<file path="config.mk">
export PLATFORM = sky130hd
export DESIGN_NAME = uic_top
export DESIGN_NICKNAME = d
export VERILOG_FILES = /design/src/uic_top.sv
export SDC_FILE = /design/constraint.sdc
export NUM_CORES = 1
export LEC_CHECK = 0
export BUFFER_PORTS_ARGS = -buffer_cell sky130_fd_sc_hd__buf_2
export CAP_MARGIN = 40
export CORE_MARGIN = 1.5
export CORE_UTILIZATION = 62
export CTS_CLUSTER_DIAMETER = 80
export DETAILED_ROUTE_END_ITERATION = 10
export PLACE_DENSITY = 0.9
export SYNTH_ARGS = -nofsm -noshare
export SYNTH_HDL_FRONTEND = slang
export SYNTH_SLANG_ARGS = --single-unit
</file>
<file path="constraint.sdc">
create_clock -name sys_clk -period 6.18 [get_ports sys_clk]
set_input_delay 1.854 -clock sys_clk [delete_from_list [all_inputs] [get_ports sys_clk]]
set_output_delay 1.854 -clock sys_clk [all_outputs]
set_load 0.01 [all_outputs]
</file>
<file path="src/uic_top.sv">
// Purpose: Four universal input channels with interrupt, digital, counter,
//          frequency and period-duration functions behind a plain register port.
// Assumes: 20 MHz sys_clk, synchronous active-low reset, inputs asynchronous.
// Notes:   Unsupported function codes on a channel fall back to digital input.
//
// What this block does
// - four independent channels, function chosen per channel
// - channels one, two: interrupt, digital, counter
// - channel three adds frequency and period
// - channel four: interrupt and digital only
// - interrupt mode flags the configured edge
// - digital level only given on read
// - counter counts pulses up or down
// - period mode counts ticks between equal edges
// - rising edge to rising edge, 24-bit range
// - gate selectable as 0, 1 s, 10 s
`default_nettype none

package uic_pkg;
  // ----------------------------------------------------------------
  // Register offsets
  // ----------------------------------------------------------------
  localparam logic [7:0] MODE_OFF   = 8'h00;
  localparam logic [7:0] CFG_OFF    = 8'h04;
  localparam logic [7:0] LEVEL_OFF  = 8'h08;
  localparam logic [7:0] STAT_OFF   = 8'h0c;
  localparam logic [7:0] MASK_OFF   = 8'h10;
  localparam logic [7:0] CNT0_OFF   = 8'h14;
  localparam logic [7:0] CNT1_OFF   = 8'h18;
  localparam logic [7:0] CNT2_OFF   = 8'h1c;
  localparam logic [7:0] FREQ_OFF   = 8'h20;
  localparam logic [7:0] PER_OFF    = 8'h24;
  // ----------------------------------------------------------------
  // Field layout
  // ----------------------------------------------------------------
  localparam int MODE_W     = 4;
  localparam int EDGE_BIT   = 3;
  localparam int GATE_LSB   = 4;
  localparam int FREQ_IRQ   = 4;
  localparam int PER_IRQ    = 5;
  localparam int NCH        = 4;
  localparam int NCNT       = 3;
  localparam int PER_CH     = 2;
  // ----------------------------------------------------------------
  // Reset values and limits
  // ----------------------------------------------------------------
  localparam logic [15:0] MODE_RST = 16'h0000;
  localparam logic [7:0]  CFG_RST  = 8'h00;
  localparam logic [5:0]  MASK_RST = 6'h00;
  localparam logic [23:0] CNT24_MAX = 24'hffffff;
  // ----------------------------------------------------------------
  // Timing
  // ----------------------------------------------------------------
  localparam int CLK_KHZ    = 20000;
  localparam int CLK_NS     = 50;
  localparam int TICK_NS    = 500;
  localparam int TICK_CYC   = TICK_NS / CLK_NS;
  localparam int GATE_1S_MS = 1000;
  localparam int GATE_1S_CYC = GATE_1S_MS * CLK_KHZ;
  localparam int GATE_LONG_MUL = 10;
  localparam logic [3:0] TICK_LAST = 4'(TICK_CYC - 1);

  typedef enum logic [2:0] {
    UIC_DIGITAL = 3'b000,
    UIC_IRQ     = 3'b001,
    UIC_COUNT   = 3'b010,
    UIC_FREQ    = 3'b011,
    UIC_PERIOD  = 3'b100
  } uic_mode_t;

  typedef enum logic [1:0] {
    UIC_GATE_0   = 2'b00,
    UIC_GATE_1S  = 2'b01,
    UIC_GATE_10S = 2'b10
  } uic_gate_t;
endpackage

module uic_top #(
  parameter int GATE_1S_CYC = uic_pkg::GATE_1S_CYC
) (
  input  wire logic        sys_clk,
  input  wire logic        resetn,
  input  wire logic [7:0]  addr,
  input  wire logic [31:0] wdata,
  input  wire logic        wr,
  input  wire logic        rd,
  output logic      [31:0] rdata,
  output logic             irq,
  input  wire logic        universal_in_one,
  input  wire logic        universal_in_two,
  input  wire logic        universal_in_three,
  input  wire logic        universal_in_four
);

  typedef struct packed {
    logic [3:0]        sync1;
    logic [3:0]        sync2;
    logic [3:0]        prev;
    logic [15:0]       mode;
    logic [7:0]        cfg;
    logic [5:0]        status;
    logic [5:0]        mask;
    logic [2:0][15:0]  cnt;
    logic [3:0]        tick;
    logic [23:0]       per_cnt;
    logic              per_run;
    logic [23:0]       per_res;
    logic [27:0]       gate_cnt;
    logic [23:0]       frq_cnt;
    logic [23:0]       frq_res;
    logic [31:0]       rdata;
    logic              irq;
  } uic_state_t;

  uic_state_t st;
  uic_state_t next_st;

  logic [3:0]       pin;
  logic [3:0]       rise;
  logic [3:0]       fall;
  uic_pkg::uic_mode_t eff [4];
  logic [27:0]      gate_len;
  uic_pkg::uic_gate_t gate_sel;

  assign pin = {universal_in_four, universal_in_three, universal_in_two, universal_in_one};
  assign gate_sel = uic_pkg::uic_gate_t'(st.cfg[uic_pkg::GATE_LSB +: 2]);
  assign gate_len = (gate_sel == uic_pkg::UIC_GATE_10S)
                  ? 28'(GATE_1S_CYC * uic_pkg::GATE_LONG_MUL) : 28'(GATE_1S_CYC);

  // ----------------------------------------------------------------
  // Per-channel edge detect and allowed functions
  // ----------------------------------------------------------------
  for (genvar c = 0; c < uic_pkg::NCH; c++) begin : g_ch
    logic [2:0] req;
    assign req     = st.mode[c*uic_pkg::MODE_W +: 3];
    assign rise[c] = st.sync2[c] & ~st.prev[c];
    assign fall[c] = ~st.sync2[c] & st.prev[c];
    always_comb begin
      eff[c] = uic_pkg::UIC_DIGITAL;
      case (req)
        uic_pkg::UIC_IRQ: begin
          eff[c] = uic_pkg::UIC_IRQ;
        end
        uic_pkg::UIC_COUNT: begin
          if (c < uic_pkg::NCNT) eff[c] = uic_pkg::UIC_COUNT;
        end
        uic_pkg::UIC_FREQ: begin
          if (c == uic_pkg::PER_CH) eff[c] = uic_pkg::UIC_FREQ;
        end
        uic_pkg::UIC_PERIOD: begin
          if (c == uic_pkg::PER_CH) eff[c] = uic_pkg::UIC_PERIOD;
        end
        default: begin
          eff[c] = uic_pkg::UIC_DIGITAL;
        end
      endcase
    end
  end

  // ----------------------------------------------------------------
  // Next-state logic
  // ----------------------------------------------------------------
  always_comb begin
    logic [5:0] ev;
    logic       tick_hit;
    ev = 6'h00;
    tick_hit = (st.tick == uic_pkg::TICK_LAST);
    next_st = st;
    next_st.sync1 = pin;
    next_st.sync2 = st.sync1;
    next_st.prev  = st.sync2;
    next_st.tick  = tick_hit ? 4'h0 : st.tick + 4'h1;
    // Interrupt edges
    for (int c = 0; c < uic_pkg::NCH; c++) begin
      if (eff[c] == uic_pkg::UIC_IRQ) begin
        ev[c] = st.mode[c*uic_pkg::MODE_W + uic_pkg::EDGE_BIT] ? rise[c] : fall[c];
      end
    end
    // Pulse counters
    for (int c = 0; c < uic_pkg::NCNT; c++) begin
      if (eff[c] == uic_pkg::UIC_COUNT && rise[c]) begin
        next_st.cnt[c] = st.cfg[c] ? st.cnt[c] - 16'h0001 : st.cnt[c] + 16'h0001;
      end
    end
    // Period duration on channel three
    if (eff[uic_pkg::PER_CH] == uic_pkg::UIC_PERIOD) begin
      if (rise[uic_pkg::PER_CH]) begin
        if (st.per_run) begin
          next_st.per_res = st.per_cnt;
          ev[uic_pkg::PER_IRQ] = 1'b1;
        end
        next_st.per_run = 1'b1;
        next_st.per_cnt = 24'h000000;
      end else if (st.per_run && tick_hit && st.per_cnt != uic_pkg::CNT24_MAX) begin
        next_st.per_cnt = st.per_cnt + 24'h000001;
      end
    end else begin
      next_st.per_run = 1'b0;
      next_st.per_cnt = 24'h000000;
    end
    // Frequency gate on channel three
    if (eff[uic_pkg::PER_CH] == uic_pkg::UIC_FREQ && gate_sel != uic_pkg::UIC_GATE_0
        && gate_sel != 2'b11) begin
      if (st.gate_cnt >= gate_len - 28'h1) begin
        next_st.gate_cnt = 28'h0;
        next_st.frq_res  = st.frq_cnt + {23'h0, rise[uic_pkg::PER_CH]};
        next_st.frq_cnt  = 24'h000000;
        ev[uic_pkg::FREQ_IRQ] = 1'b1;
      end else begin
        next_st.gate_cnt = st.gate_cnt + 28'h1;
        if (rise[uic_pkg::PER_CH] && st.frq_cnt != uic_pkg::CNT24_MAX) begin
          next_st.frq_cnt = st.frq_cnt + 24'h000001;
        end
      end
    end else begin
      next_st.gate_cnt = 28'h0;
      next_st.frq_cnt  = 24'h000000;
      next_st.frq_res  = 24'h000000;
    end
    // Register writes; hardware set wins over clear
    if (wr) begin
      case (addr)
        uic_pkg::MODE_OFF: next_st.mode = wdata[15:0];
        uic_pkg::CFG_OFF:  next_st.cfg  = wdata[7:0];
        uic_pkg::STAT_OFF: next_st.status = st.status & ~wdata[5:0];
        uic_pkg::MASK_OFF: next_st.mask = wdata[5:0];
        uic_pkg::CNT0_OFF: next_st.cnt[0] = wdata[15:0];
        uic_pkg::CNT1_OFF: next_st.cnt[1] = wdata[15:0];
        uic_pkg::CNT2_OFF: next_st.cnt[2] = wdata[15:0];
        default: ;
      endcase
    end
    next_st.status = next_st.status | ev;
    next_st.irq = |(next_st.status & next_st.mask);
    // Read data valid only in the cycle after the strobe
    next_st.rdata = 32'h00000000;
    if (rd) begin
      case (addr)
        uic_pkg::MODE_OFF:  next_st.rdata = {16'h0000, st.mode};
        uic_pkg::CFG_OFF:   next_st.rdata = {24'h000000, st.cfg};
        uic_pkg::LEVEL_OFF: next_st.rdata = {28'h0000000, st.sync2};
        uic_pkg::STAT_OFF:  next_st.rdata = {26'h0000000, st.status};
        uic_pkg::MASK_OFF:  next_st.rdata = {26'h0000000, st.mask};
        uic_pkg::CNT0_OFF:  next_st.rdata = {16'h0000, st.cnt[0]};
        uic_pkg::CNT1_OFF:  next_st.rdata = {16'h0000, st.cnt[1]};
        uic_pkg::CNT2_OFF:  next_st.rdata = {16'h0000, st.cnt[2]};
        uic_pkg::FREQ_OFF:  next_st.rdata = {8'h00, st.frq_res};
        uic_pkg::PER_OFF:   next_st.rdata = {8'h00, st.per_res};
        default:            next_st.rdata = 32'h00000000;
      endcase
    end
  end

  // ----------------------------------------------------------------
  // State register
  // ----------------------------------------------------------------
  always_ff @(posedge sys_clk) begin
    if (!resetn) begin
      st      <= '0;
      st.mode <= uic_pkg::MODE_RST;
      st.cfg  <= uic_pkg::CFG_RST;
      st.mask <= uic_pkg::MASK_RST;
    end else begin
      st <= next_st;
    end
  end

  assign rdata = st.rdata;
  assign irq   = st.irq;

  // ----------------------------------------------------------------
  // Assertions
  // ----------------------------------------------------------------
  property p_irq_edge;
    @(posedge sys_clk) disable iff (!resetn)
      (eff[0] == uic_pkg::UIC_IRQ && st.mode[uic_pkg::EDGE_BIT] && rise[0])
      |=> st.status[0];
  endproperty
  a_irq_edge: assert property (p_irq_edge) else $error("edge did not flag");

  property p_level_read;
    @(posedge sys_clk) disable iff (!resetn)
      (rd && addr == uic_pkg::LEVEL_OFF) |=> (rdata[3:0] == $past(st.sync2));
  endproperty
  a_level_read: assert property (p_level_read) else $error("level read wrong");

  property p_count_up;
    @(posedge sys_clk) disable iff (!resetn)
      (eff[0] == uic_pkg::UIC_COUNT && !st.cfg[0] && rise[0] && !wr)
      |=> (st.cnt[0] == $past(st.cnt[0]) + 16'h0001);
  endproperty
  a_count_up: assert property (p_count_up) else $error("up count wrong");

  property p_ch1_no_freq;
    @(posedge sys_clk) disable iff (!resetn)
      (st.mode[2:0] == uic_pkg::UIC_FREQ) |-> (eff[0] == uic_pkg::UIC_DIGITAL);
  endproperty
  a_ch1_no_freq: assert property (p_ch1_no_freq) else $error("ch1 freq allowed");

  property p_ch4_no_count;
    @(posedge sys_clk) disable iff (!resetn)
      (st.mode[14:12] == uic_pkg::UIC_COUNT) |-> (eff[3] == uic_pkg::UIC_DIGITAL);
  endproperty
  a_ch4_no_count: assert property (p_ch4_no_count) else $error("ch4 counts");

  property p_per_start;
    @(posedge sys_clk) disable iff (!resetn)
      (eff[2] == uic_pkg::UIC_PERIOD && rise[2] && !st.per_run)
      |=> (st.per_run && st.per_cnt == 24'h000000);
  endproperty
  a_per_start: assert property (p_per_start) else $error("period start wrong");

  property p_per_result;
    @(posedge sys_clk) disable iff (!resetn)
      (eff[2] == uic_pkg::UIC_PERIOD && rise[2] && st.per_run)
      |=> (st.per_res == $past(st.per_cnt) && st.status[uic_pkg::PER_IRQ]);
  endproperty
  a_per_result: assert property (p_per_result) else $error("period result wrong");

  property p_gate_zero;
    @(posedge sys_clk) disable iff (!resetn)
      (gate_sel == uic_pkg::UIC_GATE_0 && !wr) |=> (st.frq_res == 24'h000000);
  endproperty
  a_gate_zero: assert property (p_gate_zero) else $error("zero gate measured");

  property p_edge_once;
    @(posedge sys_clk) disable iff (!resetn)
      rise[0] |=> !rise[0];
  endproperty
  a_edge_once: assert property (p_edge_once) else $error("edge seen twice");

  c_irq:   cover property (@(posedge sys_clk) disable iff (!resetn) irq);
  c_per:   cover property (@(posedge sys_clk) disable iff (!resetn)
                           st.status[uic_pkg::PER_IRQ]);
  c_count: cover property (@(posedge sys_clk) disable iff (!resetn)
                           eff[1] == uic_pkg::UIC_COUNT && rise[1]);
  c_freq:  cover property (@(posedge sys_clk) disable iff (!resetn)
                           st.status[uic_pkg::FREQ_IRQ]);

endmodule

`default_nettype wire

</file>
Yosys cells after proc, flatten, opt, wreduce, memory -nomap -nowiden. Cells that the tools add are included.

Reductions and logical operators: 20. Order comparisons: 1. Bitwise operators: 23. Eq/ne operators: 32. Add/subtract/negate cells: 12. Multiplexer cells: 31.

Operators by type and width (number): $pmux W24 S10 (1); $mux W16 (9); $mux W60 (1); $add A16 B1 Y16 const B (3); $add A24 B1 Y24 const B (2); $ne A24 B24 Y1 const B (2); $sub A16 B1 Y16 const B (3); $eq A8 B5 Y1 const B (4); $add A28 B1 Y28 const B (1); $ge A28 B28 Y1 (1); $mux W28 (1); $sub A28 B1 Y28 const B (1); $add A24 B1 Y24 (1); $eq A3 B1 Y1 const B (8); $eq A3 B2 Y1 const B (8); $eq A8 B4 Y1 const B (2); $eq A8 B6 Y1 const B (2); $mux W1 (14); $and A6 B6 Y6 (2); $mux W6 (2); $pmux W3 S4 (1); $not A1 Y1 (11); $reduce_and A2 Y1 (5); $and A1 B1 Y1 (8); 16 further kinds (26).

Register bits after elaboration: 258. Output and inout port bits: 33. Word-level logic and storage cells: 138. Input bits: 48.

Logic depth before layout (Yosys ltp). Gate-level depths: netlist of run 1.

Depth after elaboration: 10. Mapped depth: 12. Gate-level depth less buffers: 11.

Worst setup path after synthesis of run 1. OpenSTA, ideal clock, no wires.

Path type: input to register. Start point: input port addr[3]. End point: register st, in the netlist irq. Cell stages on the path: 7. Slack: 2.594 ns. Arrival time: 3.456 ns. Data required time: 6.050 ns. Cells stage by stage: buf_2 nor4_2 nand3_1 mux2i_1 o22ai_1 o31ai_1 o31ai_1.

Cells in the longest elaborated chain, start to end: 6.

Ends and longest elaborated chain: from (decl) (RTL line 83) `input wire logic [7:0] addr,`; $eq A8 B4 Y1 (RTL line 222) `case (addr)`; $mux W6 (RTL line 222); $mux W60 (*) (RTL line 221) `if (wr) begin`; $or A6 B6 Y6 (RTL line 233) `next_st.status = next_st.status | ev;`; $and A6 B6 Y6 (*) (RTL line 234) `next_st.irq = |(next_st.status & next_st.mask);`; $reduce_or A6 Y1 (*) (RTL line 234); to (signal assigned) (RTL line 264) `st <= next_st;`; to (decl) (RTL line 115) `uic_state_t st;`.

Every way passes the cells marked *; elsewhere a longest branch is shown, timed or not. A chain may end at the register's enable or synchronous reset.

Worst setup path in the final report of run 1.
Start point: input port addr[5]. End point: register st[176] (netlist name).

Cells in the longest elaborated chain, start to end: 3.

Ends and longest elaborated chain (RTL line): $eq A8 B5 Y1 (222); $mux W16 (222); $mux W60 (221).

No other way between the ends.

==> impl_results.md, run 1 <==
- Total power: 0.00335 W
- Commonest cells after routing, fill and taps aside: dfxtp_1 (250), nor2_1 (205), nand2_1 (191)
- Mapped Area: 13400 um^2
- Layout cells sized above 1: 0.0853
- Maxcap violations: 0
- H-Tree Depth: 1
- CP max FO: 19
- R2R Path Start: gate_sel[1]$_SDFFE_PN0P_
- Die X: 150 um
- Antenna violation net count after detailed routing: 0
- Placeable Area: 21100 um^2
- CP startpoint kind: input port
- Commonest non-fill, non-tap cell in the layout: dfxtp_1
- Ys async rst share: 0
- Sequential share of the synthesized area: 0.373
- Grt total ovfl: 0
- Ys Warns: 0
- HPWL Detailed: 25000 um
- Routing usage on met1: 0.405
- Max Root-Sink Buffers: 3
- Fin. Hold Viols: 0
- Grt met2 use: 0.523
- Starting density of the core: 0.636
- CTS clock-pin slew for the worst setup and hold paths: 60 ps
- DRC: 0
- Nets: 1731
- Initial DRC Count: 1114
- Endpoints failing setup: 0
- Drt first pass iters: 6
- Synth Area in Compound Gates: 0.181
- Post-synth EDFFs: 0
- Worst-margin pin slew: 904 ps
- Peak supply drop: 228 uV
- Part of the cycle the worst path needs: 0.613
- Largest family of logic cells by synthesized area: simple AND/OR/NAND/NOR gates
- Worst EP required: 6570 ps
- CP Launch Point: addr[5]
- Via count: 12300
- Via density: 6.42
- Setup Buffers After CTS: 0
- TritonCTS clock tree: yes
- First-pass GRT wire length: 57900 um
- Final Skew: 13.1 ps
- Largest net degree at the start of global routing: 44
- Cts repair resizes: 0
- Clk_lat worst skew: 540 ps
- Crit path time final: 3790 ps
- Hold Startpoint: next_st[253]$_SDFF_PN0_
- Crit end category: flop
- Cell count after synthesis: 1634
- RSZ-0062 raised after global routing: false
- Avg Cell Area, Syn: 8.21 um^2
- Synth Area in Simple Gates: 0.219
- Tot GR Track Use: 0.320
- PnR worst setup slack: 2390 ps
- Netlist cell types: 77
- Pwr Density: 231 nW/um^2
- LEAKAGE: 5.41 nW
- Final WL: 36000 um
- Clk sinks: 250
- #FFs+latches synth: 250
- Hold_buf cts: 0
- GP Congestion: 1.01
- Slew HR: 0.396
- CTS Root Cell: clkbuf_16
- Gr busiest metal: met2
- Vias in the first global route: 11500
- Total Neg Setup Slack: 0 ps
- Xor and xnor area share after synthesis: 0.0816
- Post-synthesis mux area share: 0.0324
- Util after Layout: 0.689
- # IOs: 81
- Wire per inst: 18.8 um
- Height of the die: 150 um
- P&R area growth vs syn: 8.29%
- Synth Flop Type: dfxtp_1
- Initial antenna violation count: 2
- Post-Synth Adder-Cell Area: 0.0577
- Status: finished, final reports clean
- Tightest Hold Check Type: flop to flop
- Port Buffers: 56
- Std-Cell Rows: 53
- Worst Path Arrival: 4180 ps
- Met3 Use GR: 0.0604
- Slew Viols, Final: 0
- Worst Setup Path Type: input port to flop
- DIE AREA: 22500 um^2
- Pre-CTS setup slack: 1940 ps
- Max frequency: 264 MHz
- Number of buffers created by CTS: 26
==> path summary, 6_finish.rpt <==
check	to	slack, ps	cells past startpoint
max	st[176]$_SDFF_PN0_	2390	7
min	next_st[249]$_SDFF_PN0_	430	1
max reg2reg	st[79]$_SDFFE_PP0P_	2920	11
min reg2reg	next_st[249]$_SDFF_PN0_	430	1
==> cell families (layout without fill, tap and decap cells) <==
family,Yosys count,after routing
simple gates,631,631
compound gates,375,375
flops,250,250
buf+inv,150,150
xor+xnor,125,125
fa+ha+maj,60,60
mux,42,42
other cells,1,9
==> routing by layer <==
metal | wire [um] | part of all wire
met2 | 16700 | 0.46
met3 | 3510 | 0.097
met1 | 14100 | 0.39
met4 | 1780 | 0.049
met5 | 13 | 0.00036
==> critical path: stages <==
cell,delay (ps)
buf_2,130
nor4b_2,300
buf_4,280
and2_1,610
nand2_1,580
o21ai_0,330
a311oi_1,80
==> power breakdown <==
group | internal, W | switching (W)
combinational | 0.0000214 | 0.0000599
clock | 0.00100 | 0.000649
sequential | 0.00162 | 0.00000512
==> sequential cells by signal, summed over array words and instances (netlist names) <==
name	count
st	203
rdata	24
g_ch.req	12
next_st	8
gate_sel	2
irq	1
==> stage by stage <==
stage / cell area (um^2) / hold slack, ps / instances
floorplan: 13400 / 412 / 1641
global placement: 13600 / 417 / 1868
detailed placement: 13600 / 422 / 1870
CTS: 14500 / 438 / 1916
global route: 14500 / 442 / 1916
finish: 14500 / 434 / 1917
==> Yosys cell counts (all sizes together) (12+ instances only) <==
| cell type | count | area share |
|---|---|---|
| and2 | 23 | 0.011 |
| a31oi | 32 | 0.015 |
| inv | 31 | 0.0087 |
| ha | 57 | 0.053 |
| a21oi | 122 | 0.046 |
| nand3 | 69 | 0.026 |
| a22oi | 33 | 0.018 |
| o21ai | 61 | 0.023 |
| nand4 | 25 | 0.012 |
| a21o | 12 | 0.0067 |
| xor2 | 57 | 0.037 |
| a22o | 17 | 0.011 |
| dfxtp | 250 | 0.37 |
| nor2b | 15 | 0.0070 |
| buf | 54 | 0.028 |
| nand2b | 13 | 0.0066 |
| xnor2 | 68 | 0.044 |
| nor3 | 20 | 0.0075 |
| mux2i | 40 | 0.030 |
| nor2 | 205 | 0.057 |
| nand2 | 193 | 0.054 |
| a211oi | 26 | 0.015 |
| clkbuf | 65 | 0.018 |
| and3 | 19 | 0.0089 |
==> cell type report <==
class	instances	area (um^2)
clock buffer	36	778
timing repair buffer	73	435
fill	1624	6570
tap	275	344
sequential	250	5000
clock inverter	10	136
antenna	1	2.50
multi-input combinational	1241	7700
inverter	31	116
Power figures use the tool's default switching activity.
==> run 2: changes to the inputs <==
==> constraint.sdc (replaced) <==
create_clock -name sys_clk -period 3.85 [get_ports sys_clk]
set_input_delay 1.155 -clock sys_clk [delete_from_list [all_inputs] [get_ports sys_clk]]
set_output_delay 1.155 -clock sys_clk [all_outputs]
set_load 0.01 [all_outputs]
==> run 2 against run 1 <==
  * Cell count up 0.37%
  * Global-route usage up 0.14 points
  * Sequential power up 60%
  * Clock power up 50%
  * Non-clock buffer count up 8
  * Core utilization about the same
  * Critical path depth up 3
  * Largest power group is now sequential cells
  * Die area unchanged
  * Sequential share of layout area about the same
  * Count of clock-buffer cells in the layout down 5
  * Clock skew down 1.2 ps
==> impl_results.md, run 2 (synthesis gave the netlist of run 1 again) <==
- Hold Startpoint: next_st[250]$_SDFF_PN0_
- TritonCTS clock tree: yes
- Std-Cell Rows: 53
- Slew HR: 0.369
- Pwr Density: 359 nW/um^2
- R2R Path Start: st[222]$_SDFFE_PN0P_
- Setup Buffers After CTS: 0
- Number of buffers created by CTS: 26
- H-Tree Depth: 1
- Total Neg Setup Slack: 0 ps
- CTS Root Cell: clkbuf_16
- Wire per inst: 18.9 um
- Max Root-Sink Buffers: 3
- # IOs: 81
- HPWL Detailed: 25600 um
- Clk_lat worst skew: 540 ps
- Net switching power: 0.00119 W
- # fillers: 1628
- Via count: 12200
- Slew Viols, Final: 0
- CTS clock-pin slew for the worst setup and hold paths: 60 ps
- Worst Setup Path Type: flop to flop
- Initial antenna violation count: 1
- Final Skew: 11.9 ps
- Inserted Diodes: 0
- Starting density of the core: 0.636
- Commonest non-fill, non-tap cell in the layout: dfxtp_1
- Crit path time final: 3200 ps
- Switching share of power: 0.228
- Worst-margin pin slew: 943 ps
- Port Buffers: 56
- Fin. Hold Viols: 0
- DIE AREA: 22500 um^2
- Nets: 1739
- Comb pwr share: 0.026
- Final instance area: 14500 um^2
- Largest net degree at the start of global routing: 47
- Final WL: 36300 um
- CP max FO: 17
- Initial DRC Count: 1291
- Part of the cycle the worst path needs: 0.830
- Status: finished, final reports clean
- Peak supply drop: 331 uV
- Max frequency: 313 MHz
- Clk sinks: 250
- Crit end category: flop
- Internal power: 0.00403 W
- Antenna violation net count after detailed routing: 0
- Crit path capture: st[176]$_SDFF_PN0_
- DRC: 0
- First-pass GRT wire length: 58100 um
- Reg2Reg Setup Slack: 650 ps
- Layout cells sized above 1: 0.0898
- DP Area: 13700 um^2
- Height of the die: 150 um
- RSZ-0062 raised after global routing: false
- Reg2reg path depth: 10
- Worst Path Arrival: 3640 ps
- CP Launch Point: st[222]$_SDFFE_PN0P_
- Hold_buf cts: 0
- Clock power share: 0.475
- Worst EP required: 4300 ps
- Commonest cells after routing, fill and taps aside: dfxtp_1 (250), nor2_1 (205), nand2_1 (191)
- Via density: 6.32
- Maxcap violations: 0
- Vias in the first global route: 11700
- Die X: 150 um
- GP Congestion: 0.976
- Most flop-heavy register: st
- Reg2reg end: st[176]$_SDFF_PN0_
- CP startpoint kind: flop
- Tot GR Track Use: 0.322
- Endpoints failing setup: 0
- Drt first pass iters: 7
- Grt total ovfl: 0
- P&R area growth vs syn: 8.33%
- Cts repair resizes: 0
- Placeable Area: 21100 um^2
- Largest register FFs: 203
- LEAKAGE: 5.41 nW
- Tightest Hold Check Type: flop to flop
- Sequential Power Share: 0.499
[run 2: how the worst min path moves through the flow]
stage	cells after the start	endpoint	slack [ps]
floorplan	1	next_st[246]$_SDFF_PN0_	410
global placement	1	next_st[249]$_SDFF_PN0_	420
detailed placement	1	next_st[249]$_SDFF_PN0_	420
CTS	1	next_st[249]$_SDFF_PN0_	440
global route	1	st[81]$_SDFF_PP0_	460
finish	1	next_st[246]$_SDFF_PN0_	430
[run 2: area by class of cell]
cell class              count  area [um^2]  share of cell area
flip-flops and latches    250         5000               0.345
well taps                 275          344              0.0237
inverters                  31          116             0.00801
repair buffers             81          508              0.0350
multi-input cells        1241         7700               0.530
clock inverters            15          140             0.00965
clock buffers              31          709              0.0488
[run 2: metrics by stage]
| step | power, W | utilization | setup WS (ps) | std cells | hold slack [ps] |
|---|---|---|---|---|---|
| 6_report | 0.00522 | 0.689 | 655 | 1924 | 434 |
| 5_1_grt | 0.00534 | 0.689 | 467 | 1924 | 465 |
| 2_1_floorplan | 0.00273 | - | 963 | 1641 | 412 |
| 3_3_place_gp | 0.00279 | 0.647 | 630 | 1876 | 415 |
| 4_1_cts | 0.00522 | 0.689 | 733 | 1924 | 436 |
| 3_5_place_dp | 0.00279 | 0.649 | 631 | 1878 | 421 |
[run 2: routing by layer]
| metal | part of all wire | global-route usage |
|---|---|---|
| met2 | 0.46 | 0.531 |
| met1 | 0.40 | 0.403 |
| met5 | 0.00044 | 0 |
| met3 | 0.095 | 0.0628 |
| met4 | 0.046 | 0.151 |
[run 2: worst max-delay path, stage by stage, from the launching register on]
cell and delay (ps):
dfxtp_1 810, inv_1 230, fa_1 440, nor2b_1 200, o21a_1 170, o21ai_0 110
a21oi_1 350, a211oi_1 120, o31ai_1 320, xnor2_1 100, a311oi_1 250
[run 2: power by group through the flow]
| stage | Combinational [W] | Sequential (W) | Clock (W) |
|---|---|---|---|
| after floorplan | 0.0000734 | 0.00266 | 0 |
| after global placement | 0.000128 | 0.00266 | 0 |
| after detailed placement | 0.000130 | 0.00266 | 0 |
| after CTS | 0.000131 | 0.00260 | 0.00249 |
| after global routing | 0.000143 | 0.00260 | 0.00260 |
| final | 0.000137 | 0.00260 | 0.00248 |
